`src/logic/seil_pkg.sv`:
```
// How it works
// - ready flag high only when asleep and no power-up, conversion or command runs
// - enabled event with routing bit 0 sets its flag but stays off secondary pin
// - window side bit is 1 when value lies above window, 0 below
// - crossing sense bit is 1 when value rose across middle threshold, 0 when fell
// - crossing and window interrupts only while matching done interrupt enabled and set
// - threshold error, ready and four direction bits never drive a pin
// - temperature interrupts rise when temperature conversion finishes
// - pressure interrupts rise when pressure conversion finishes
// - convert and combined read commands clear both done interrupts
// - clearing done drops its window and crossing interrupts; register bits stay
// - pressure-only and altitude-only reads clear only pressure done
// - temperature-only read clears only temperature done
// - soft reset clears every interrupt and related status bits
// - clearing happens when a valid command is recognised
// - compensation enable 1 makes the datapath return compensated results
// - compensation enable 0 makes the datapath return raw results
// - interrupts are active high; done stays until cleared, crossing and window until cleared or next completion
// - enable bit 0 disables its interrupt, 1 enables it
// - mode bit selects pressure (0) or altitude (1) for pressure events
package seil_pkg;

  localparam int unsigned ADDR_W = 4;
  localparam int unsigned DATA_W = 8;
  localparam int unsigned NUM_EV = 6;
  localparam int unsigned CMD_W = 4;

  // register indices on the register port
  localparam logic [ADDR_W-1:0] ADDR_INT_ENABLE = 4'h0;
  localparam logic [ADDR_W-1:0] ADDR_INT_ROUTE = 4'h1;
  localparam logic [ADDR_W-1:0] ADDR_EVENT_SOURCE = 4'h2;
  localparam logic [ADDR_W-1:0] ADDR_EVENT_DIRECTION = 4'h3;
  localparam logic [ADDR_W-1:0] ADDR_COMPENSATION = 4'h4;

  // event bit positions, shared by enable, route and source registers
  localparam int unsigned EV_TEMP_DONE = 0;
  localparam int unsigned EV_PRESS_DONE = 1;
  localparam int unsigned EV_TEMP_CROSS = 2;
  localparam int unsigned EV_PRESS_CROSS = 3;
  localparam int unsigned EV_TEMP_OUT = 4;
  localparam int unsigned EV_PRESS_OUT = 5;
  localparam int unsigned SRC_DEV_READY = 6;
  localparam int unsigned SRC_TH_ERROR = 7;
  localparam int unsigned ROUTE_MODE_BIT = 6;

  // direction register bits
  localparam int unsigned DIR_TEMP_WIN = 0;
  localparam int unsigned DIR_PRESS_WIN = 1;
  localparam int unsigned DIR_TEMP_CROSS = 2;
  localparam int unsigned DIR_PRESS_CROSS = 3;

  localparam int unsigned COMP_EN_BIT = 0;

  localparam logic [NUM_EV-1:0] EV_RESET = 6'h00;
  localparam logic [DATA_W-1:0] REG_RESET = 8'h00;

  // altitude settle wait before an altitude read command, host side
  localparam int unsigned ALT_SETTLE_NS = 5000;
  localparam int unsigned CLK_PERIOD_NS = 100;
  localparam int unsigned ALT_SETTLE_CYC = (ALT_SETTLE_NS + CLK_PERIOD_NS - 1) / CLK_PERIOD_NS;

  typedef enum logic [CMD_W-1:0] {
    SEIL_CMD_NONE = 4'h0,
    SEIL_CMD_CONVERT = 4'h1,
    SEIL_CMD_READ_PRESS_TEMP_CMD = 4'h2,
    SEIL_CMD_READ_ALT_TEMP_CMD = 4'h3,
    SEIL_CMD_READ_P = 4'h4,
    SEIL_CMD_READ_A = 4'h5,
    SEIL_CMD_READ_T = 4'h6,
    SEIL_CMD_SOFT_RST = 4'h7
  } seil_cmd_t;

endpackage

```
`src/logic/seil_event_irq.sv`:
```
`timescale 1ns/1ps
module seil_event_irq
  import seil_pkg::*;
(
  input wire logic clk_i,
  input wire logic sys_rst_i,
  // command port from the serial front end (link domain)
  input wire logic cmd_toggle_i,
  input wire logic [seil_pkg::CMD_W-1:0] cmd_code_i,
  // register port from the serial front end (link domain)
  input wire logic reg_wr_toggle_i,
  input wire logic [seil_pkg::ADDR_W-1:0] reg_addr_i,
  input wire logic [seil_pkg::DATA_W-1:0] reg_wdata_i,
  output logic [seil_pkg::DATA_W-1:0] reg_rdata_o,
  // conversion engine status (same clock)
  input wire logic asleep_i,
  input wire logic powerup_busy_i,
  input wire logic convert_busy_i,
  input wire logic cmd_busy_i,
  input wire logic temp_done_i,
  input wire logic temp_outside_i,
  input wire logic temp_above_i,
  input wire logic temp_cross_i,
  input wire logic temp_rise_i,
  input wire logic press_done_i,
  input wire logic press_outside_i,
  input wire logic press_above_i,
  input wire logic press_cross_i,
  input wire logic press_rise_i,
  input wire logic threshold_error_flag_i,
  // outputs
  output logic device_ready_flag_o,
  output logic compensation_enable_o,
  output logic press_or_alt_select_o,
  output logic primary_irq_pin_o,
  output logic secondary_irq_pin_o
);
  import seil_pkg::*;

  typedef struct packed {
    logic [DATA_W-1:0] cmd_code;
    logic [CMD_W-1:0] cmd_meta;
    logic [CMD_W-1:0] cmd_sync;
    logic [DATA_W-1:0] wr_addr;
    logic [DATA_W-1:0] wr_data;
    logic [DATA_W-1:0] wdata_meta;
    logic [DATA_W-1:0] wdata_sync;
    logic [DATA_W-1:0] rd_addr_meta;
    logic [DATA_W-1:0] rd_addr;
    logic [NUM_EV-1:0] int_enable;
    logic [NUM_EV-1:0] int_route;
    logic press_or_alt_select;
    logic compensation_enable;
    logic temp_done_event;
    logic press_done_event;
    logic temp_cross_event;
    logic press_cross_event;
    logic temp_outside_event;
    logic press_outside_event;
    logic temp_window_side;
    logic press_window_side;
    logic temp_cross_sense;
    logic press_cross_sense;
    logic device_ready_flag;
    logic threshold_error_flag_meta;
    logic threshold_error_flag;
    logic primary_irq;
    logic secondary_irq;
    logic [DATA_W-1:0] rdata;
  } seil_state_t;

  seil_state_t st;
  seil_state_t next_st;
  logic cmd_pulse;
  logic wr_pulse;
  logic [NUM_EV-1:0] active_irq;
  logic [DATA_W-1:0] source_view;
  logic [DATA_W-1:0] dir_view;

  // which done flags a recognised command clears: bit0 temperature, bit1 pressure
  function automatic logic [1:0] clear_mask(input logic [CMD_W-1:0] code);
    logic [1:0] m;
    m = 2'h0;
    unique case (code)
      SEIL_CMD_CONVERT, SEIL_CMD_READ_PRESS_TEMP_CMD, SEIL_CMD_READ_ALT_TEMP_CMD: m = 2'h3;
      SEIL_CMD_READ_P, SEIL_CMD_READ_A: m = 2'h2;
      SEIL_CMD_READ_T: m = 2'h1;
      default: m = 2'h0;
    endcase
    return m;
  endfunction

  seil_sync_pulse u_cmd_sync (
    .clk_i(clk_i),
    .sys_rst_i(sys_rst_i),
    .toggle_i(cmd_toggle_i),
    .pulse_o(cmd_pulse)
  );

  seil_sync_pulse u_wr_sync (
    .clk_i(clk_i),
    .sys_rst_i(sys_rst_i),
    .toggle_i(reg_wr_toggle_i),
    .pulse_o(wr_pulse)
  );

  // pin-level interrupts: crossing and window only ride on their done flag
  always_comb begin
    active_irq = '0;
    active_irq[EV_TEMP_DONE] = st.temp_done_event;
    active_irq[EV_PRESS_DONE] = st.press_done_event;
    active_irq[EV_TEMP_CROSS] = st.temp_cross_event & st.temp_done_event;
    active_irq[EV_PRESS_CROSS] = st.press_cross_event & st.press_done_event;
    active_irq[EV_TEMP_OUT] = st.temp_outside_event & st.temp_done_event;
    active_irq[EV_PRESS_OUT] = st.press_outside_event & st.press_done_event;
  end

  always_comb begin
    source_view = REG_RESET;
    source_view[EV_TEMP_DONE] = st.temp_done_event;
    source_view[EV_PRESS_DONE] = st.press_done_event;
    source_view[EV_TEMP_CROSS] = st.temp_cross_event;
    source_view[EV_PRESS_CROSS] = st.press_cross_event;
    source_view[EV_TEMP_OUT] = st.temp_outside_event;
    source_view[EV_PRESS_OUT] = st.press_outside_event;
    source_view[SRC_DEV_READY] = st.device_ready_flag;
    source_view[SRC_TH_ERROR] = st.threshold_error_flag;
    dir_view = REG_RESET;
    dir_view[DIR_TEMP_WIN] = st.temp_window_side;
    dir_view[DIR_PRESS_WIN] = st.press_window_side;
    dir_view[DIR_TEMP_CROSS] = st.temp_cross_sense;
    dir_view[DIR_PRESS_CROSS] = st.press_cross_sense;
  end

  always_comb begin
    logic [1:0] clr;
    logic soft_rst;
    clr = 2'h0;
    soft_rst = 1'b0;
    next_st = st;

    // link-domain words pass two flops; they settle long before their toggle is seen
    next_st.cmd_meta = cmd_code_i;
    next_st.cmd_sync = st.cmd_meta;
    next_st.wdata_meta = reg_wdata_i;
    next_st.wdata_sync = st.wdata_meta;
    if (cmd_pulse) begin
      next_st.cmd_code = DATA_W'(st.cmd_sync);
    end
    if (wr_pulse) begin
      next_st.wr_addr = st.rd_addr;
      next_st.wr_data = st.wdata_sync;
    end
    next_st.rd_addr_meta = DATA_W'(reg_addr_i);
    next_st.rd_addr = st.rd_addr_meta;
    next_st.threshold_error_flag_meta = threshold_error_flag_i;
    next_st.threshold_error_flag = st.threshold_error_flag_meta;

    // the command word is captured on its pulse, so act on the captured copy one cycle later
    if (st.cmd_code != DATA_W'(SEIL_CMD_NONE)) begin
      clr = clear_mask(st.cmd_code[CMD_W-1:0]);
      soft_rst = (st.cmd_code[CMD_W-1:0] == SEIL_CMD_SOFT_RST);
      next_st.cmd_code = DATA_W'(SEIL_CMD_NONE);
    end

    // register writes
    if (st.wr_addr != {DATA_W{1'b1}}) begin
      unique case (st.wr_addr[ADDR_W-1:0])
        ADDR_INT_ENABLE: next_st.int_enable = st.wr_data[NUM_EV-1:0];
        ADDR_INT_ROUTE: begin
          next_st.int_route = st.wr_data[NUM_EV-1:0];
          next_st.press_or_alt_select = st.wr_data[ROUTE_MODE_BIT];
        end
        ADDR_COMPENSATION: next_st.compensation_enable = st.wr_data[COMP_EN_BIT];
        default: next_st.int_route = st.int_route;
      endcase
      next_st.wr_addr = {DATA_W{1'b1}};
    end

    // clears first, so a completion in the same cycle wins
    if (clr[0]) begin
      next_st.temp_done_event = 1'b0;
    end
    if (clr[1]) begin
      next_st.press_done_event = 1'b0;
    end
    if (soft_rst) begin
      next_st.temp_done_event = 1'b0;
      next_st.press_done_event = 1'b0;
      next_st.temp_cross_event = 1'b0;
      next_st.press_cross_event = 1'b0;
      next_st.temp_outside_event = 1'b0;
      next_st.press_outside_event = 1'b0;
      next_st.temp_window_side = 1'b0;
      next_st.press_window_side = 1'b0;
      next_st.temp_cross_sense = 1'b0;
      next_st.press_cross_sense = 1'b0;
      next_st.int_enable = EV_RESET;
      next_st.int_route = EV_RESET;
      next_st.press_or_alt_select = 1'b0;
      next_st.compensation_enable = 1'b0;
    end

    // temperature completion: done flag held until a clearing command, crossing and window flags rewritten
    if (temp_done_i) begin
      next_st.temp_done_event = st.int_enable[EV_TEMP_DONE] | next_st.temp_done_event;
      next_st.temp_cross_event = temp_cross_i & st.int_enable[EV_TEMP_CROSS]
                                 & st.int_enable[EV_TEMP_DONE];
      next_st.temp_outside_event = temp_outside_i & st.int_enable[EV_TEMP_OUT]
                                   & st.int_enable[EV_TEMP_DONE];
      if (temp_outside_i) begin
        next_st.temp_window_side = temp_above_i;
      end
      if (temp_cross_i) begin
        next_st.temp_cross_sense = temp_rise_i;
      end
    end

    // pressure (or altitude) completion
    if (press_done_i) begin
      next_st.press_done_event = st.int_enable[EV_PRESS_DONE] | next_st.press_done_event;
      next_st.press_cross_event = press_cross_i & st.int_enable[EV_PRESS_CROSS]
                                  & st.int_enable[EV_PRESS_DONE];
      next_st.press_outside_event = press_outside_i & st.int_enable[EV_PRESS_OUT]
                                    & st.int_enable[EV_PRESS_DONE];
      if (press_outside_i) begin
        next_st.press_window_side = press_above_i;
      end
      if (press_cross_i) begin
        next_st.press_cross_sense = press_rise_i;
      end
    end

    next_st.device_ready_flag = asleep_i & ~powerup_busy_i & ~convert_busy_i
                                & ~cmd_busy_i;

    // primary pin carries every active event, secondary only routed ones
    next_st.primary_irq = |active_irq;
    next_st.secondary_irq = |(active_irq & st.int_route);

    unique case (st.rd_addr[ADDR_W-1:0])
      ADDR_INT_ENABLE: next_st.rdata = DATA_W'(st.int_enable);
      ADDR_INT_ROUTE: next_st.rdata = {1'b0, st.press_or_alt_select, st.int_route};
      ADDR_EVENT_SOURCE: next_st.rdata = source_view;
      ADDR_EVENT_DIRECTION: next_st.rdata = dir_view;
      ADDR_COMPENSATION: next_st.rdata = DATA_W'(st.compensation_enable);
      default: next_st.rdata = REG_RESET;
    endcase
  end

  always_ff @(posedge clk_i or posedge sys_rst_i) begin
    if (sys_rst_i) begin
      st <= '0;
      st.cmd_code <= DATA_W'(SEIL_CMD_NONE);
      st.wr_addr <= {DATA_W{1'b1}};
    end else begin
      st <= next_st;
    end
  end

  assign reg_rdata_o = st.rdata;
  assign device_ready_flag_o = st.device_ready_flag;
  assign compensation_enable_o = st.compensation_enable;
  assign press_or_alt_select_o = st.press_or_alt_select;
  assign primary_irq_pin_o = st.primary_irq;
  assign secondary_irq_pin_o = st.secondary_irq;
endmodule

```
`src/logic/seil_sync_pulse.sv`:
```
`timescale 1ns/1ps
// two-flop synchroniser for a toggle from the link domain, one pulse per toggle
module seil_sync_pulse (
  input wire logic clk_i,
  input wire logic sys_rst_i,
  input wire logic toggle_i,
  output logic pulse_o
);
  typedef struct packed {
    logic meta;
    logic sync;
    logic prev;
  } seil_sync_t;

  seil_sync_t st;
  seil_sync_t next_st;

  always_comb begin
    next_st = st;
    next_st.meta = toggle_i;
    next_st.sync = st.meta;
    next_st.prev = st.sync;
  end

  always_ff @(posedge clk_i or posedge sys_rst_i) begin
    if (sys_rst_i) begin
      st <= '0;
    end else begin
      st <= next_st;
    end
  end

  assign pulse_o = st.sync ^ st.prev;
endmodule

```
`config.mk`:
```
export PLATFORM = sky130hd
export DESIGN_NAME = seil_event_irq
export DESIGN_NICKNAME = d
export VERILOG_FILES = /design/src/logic/seil_pkg.sv /design/src/logic/seil_event_irq.sv /design/src/logic/seil_sync_pulse.sv
export SDC_FILE = /design/constraint.sdc
export NUM_CORES = 1
export LEC_CHECK = 0
export BUFFER_PORTS_ARGS = -buffer_cell sky130_fd_sc_hd__buf_2
export CAP_MARGIN = 20
export CORE_MARGIN = 4
export CORE_UTILIZATION = 55
export DETAILED_ROUTE_END_ITERATION = 8
export GPL_TIMING_DRIVEN = 0
export PLACE_DENSITY_LB_ADDON = 0.08
export SLEW_MARGIN = 20
export SYNTH_ARGS = -nofsm -noshare
export SYNTH_HDL_FRONTEND = slang
export SYNTH_SLANG_ARGS = --single-unit
```
`constraint.sdc`:
```
create_clock -name clk_i -period 2.7 [get_ports clk_i]
set_input_delay 0 -clock clk_i [delete_from_list [all_inputs] [get_ports clk_i]]
set_output_delay 0 -clock clk_i [all_outputs]
set_load 0.02 [all_outputs]
```
==> metrics.cfg <==
[floorplan]
start_util=0.5713
core_area_um2=5574
die_y_um=84.09
rows=27
ios=48
die-area_um2=7071
die_x_um=84.09

[synthesis]
synthesis.area_um2=3184
ys_ff_latch=89
synth_top_cell_by_area=dfrtp_1
synthesis.nets=255
avgSynthCellArea_um2=14.47
synth_warnings=0
yosys.area.top_type_share=0.6601
postSynthCellCount=220
seq_area_frac_synth=0.7014
synthTopCellsByArea=dfrtp_1 66%, mux2i_1 5.0%, dfstp_2 4.1%
synth_cell_types=35

[place]
port_buffers=46
dp_hpwl_um=3727
gp_congestion=0.7332
placed_area_um2=3535

[setup_path]
crit_path_top_delay_cell=dlygate4sd3_1
worstPathRequired_ns=2.95
crit_path_cell_trace=nand4b_1 > nand2_1 > o22ai_1 > dlygate4sd3_1
crit_arrival_ns=2.05
ff2ff_setup_slack_ns=0.90
crit_type=reg2reg
crit_buf_inv=1
max_stage_delay_ns=0.56
critPathCaptureType=flip-flop
worstRegToRegCells=4
startpoint_type=flip-flop
timing.rr.end=source_view[3]$_DFFE_PP0P_
startpoint=st[96]$_DFFE_PP0P_
crit_fanout=8
cpLargestDelayFamily=simple AND/OR/NAND/NOR gates
reg2reg_from=st[96]$_DFFE_PP0P_
cp_num_cells=4

[drt]
drt-initial-drc-count=93
drc_errors=0
via_per_inst=5.051
vias=1990
first_pass_iters=5
ant_nets=0
drt_wl_total_um=5668
wl_per_cell_um=14.39

[power]
powerDensity_nw_per_um2=647.4
power_frac_seq=0.574
combPwrFrac=0.104
switchingPower_uw=704.9
sw_frac_of_total=0.2643
internal_power_uw=1962
vdd_drop_max_mv=0.5297
p_clk_frac=0.323
p_leak_uw=0.001971

[global_route]
track_usage=0.1820
grt_pass1_wl_um=10050
grt_start_max_net_pins=47
grt_overflow=0
first_global_vias=2150
antenna_found_initial=0

[sta]
post-route-period-util=0.6652
hold_viol=0
max_freq_mhz=556.7
tightest_slew_ns=0.5813
finalSetupViolCount=0
maxSlewViolCount=0
rsz0062_at_grt=no
slew_headroom=0.6095
skew_ns=0.007951
layout_min_cycle_time_ns=1.796

[cts]
clock_path_buffers=2
post_cts_buffers=0
cts_tree=built
cts_hold_buf=39
h-tree-depth=3
cts_root_buffer=clkbuf_8
clk_latency_ns=0.36
cts.sinks=89
post_cts_resized=0
path_clk_slew_ns=0.10
cts_made_buffers=9

[final_layout]
area_delta_synth_final_pct=29.35
n_fill_cell=358
stdcell_area_um2=4119
antenna_cells=0
utilization=0.7389
drive_above_1_share=0.2981
fin_nets=352

[worst_hold_path]
hold_class=in2async

[job]
maxCapViolCount=0

[run_status]
status=finished clean

-- power by group through the flow --
stage | Sequential [uW] | Combinational, uW | Clock [uW]
after CTS | 1530 | 281 | 896
final | 1530 | 277 | 860
after global placement | 1550 | 220 | 0
after detailed placement | 1550 | 236 | 0
after floorplan | 1540 | 154 | 0
after global routing | 1540 | 312 | 950
-- routing by layer --
| layer | share of wire | routed length, um | vias up | track usage |
|---|---|---|---|---|
| met3 | 0.056 | 315 | 9 | 0.06318 |
| met2 | 0.49 | 2794 | 67 | 0.2912 |
| met5 | 0 | 0 | - | 0 |
| met1 | 0.44 | 2485 | 969 | 0.2340 |
| li1 | - | - | 945 | - |
| met4 | 0.013 | 72 | 0 | 0.05702 |
-- cells in the mapped netlist --
library cell and number:
xor2_2 1, and3_2 1, and2_1 7, xnor2_1 1, nor2b_1 2, buf_2 4, nand4b_1 1, mux2_2 7
and4_1 1, or2_2 1, nor4_4 1, nand3_1 9, dfstp_2 5, mux4_2 4, nor3_1 3, o21bai_1 2
dfrtp_1 84, and4b_1 1, mux2i_1 16, a22o_1 3, and3b_1 1, a221o_1 2, nand2b_1 5, nor2_1 17
or4_1 1, a2bb2oi_1 2, nor4b_1 3, and3_1 1, clkbuf_1 1, nand2_1 16, xor2_1 1, a21oi_1 2
o22ai_1 4, buf_4 8, inv_1 2
-- area by class of cell --
cell class | instances | area, um2 | area share
flip-flops and latches | 89 | 2233 | 0.5422
repair buffers | 86 | 648.1 | 0.1574
plain buffers | 13 | 83.83 | 0.02035
clock inverters | 7 | 70.07 | 0.01701
clock buffers | 9 | 123.9 | 0.03007
multi-input cells | 116 | 859.6 | 0.2087
well taps | 72 | 90.09 | 0.02187
inverters | 2 | 10.01 | 0.002430
-- layout by cell type, fill, tap and decap left out, types with 2 or more instances in the layout --
cell type	instances
a221o_1	2
nand3_1	9
a22o_1	3
mux2i_1	16
mux4_2	4
o21bai_1	2
inv_6	3
nand2b_1	5
nor4b_1	3
buf_2	50
and2_1	7
a2bb2oi_1	2
dfrtp_1	84
dfstp_2	5
o22ai_1	4
nor2_1	17
clkbuf_8	9
dlygate4sd3_1	39
a21oi_1	2
mux2_2	7
nor3_1	3
buf_4	8
nor2b_1	2
nand2_1	16
-- per-stage QoR --
stage | std cells | setup slack, ns | hold WS [ns] | total power (uW) | TNS [ns]
detailed placement | 339 | 1.231 | 0.09058 | 1790 | 0
floorplan | 220 | 0.4014 | 0.03143 | 1692 | 0
finish | 394 | 0.9038 | 0.2369 | 2667 | 0
global route | 394 | 0.8138 | 0.2656 | 2805 | 0
CTS | 394 | 0.9235 | 0.2289 | 2706 | 0
global placement | 338 | -0.4962 | 0.1074 | 1770 | -41.31
-- registers in the layout (all words and copies together) (netlist names), 2 cells and up --
| signal | cells |
|---|---|
| st | 43 |
| reg_rdata_o | 8 |
| next_st | 16 |
| u_cmd_sync.next_st | 2 |
| dir_view | 4 |
| u_wr_sync.next_st | 2 |
| source_view | 5 |
| active_irq | 2 |
-- logic make-up after synthesis --
kind of cell / count (synthesis) / share of synthesized area
flip-flops: 89 / 0.7014
AND/OR/NAND/NOR: 71 / 0.1202
buffers and inverters: 15 / 0.02868
AO/OA/AOI/OAI: 15 / 0.03576
multiplexers: 27 / 0.1033
XOR/XNOR: 3 / 0.01061
-- worst max-delay path by stage --
stage / slack (ns) / end
finish: 0.90 / source_view[3]$_DFFE_PP0P_
detailed placement: 1.23 / st[28]$_DFFE_PP0P_
floorplan: 0.40 / active_irq[0]$_DFF_PP0_
global placement: -0.50 / reg_rdata_o[3]$_DFF_PP0_
global route: 0.81 / dir_view[3]$_DFF_PP0_
CTS: 0.92 / source_view[3]$_DFFE_PP0P_
-- worst reg2reg max path: cells and delay by family, from the launching register on --
kind            cells  cell delay, ns
compound gates      1            0.09
flops               1            0.41
simple gates        2            0.63
buf+inv             1            0.56
Power figures use the tool's default switching activity.
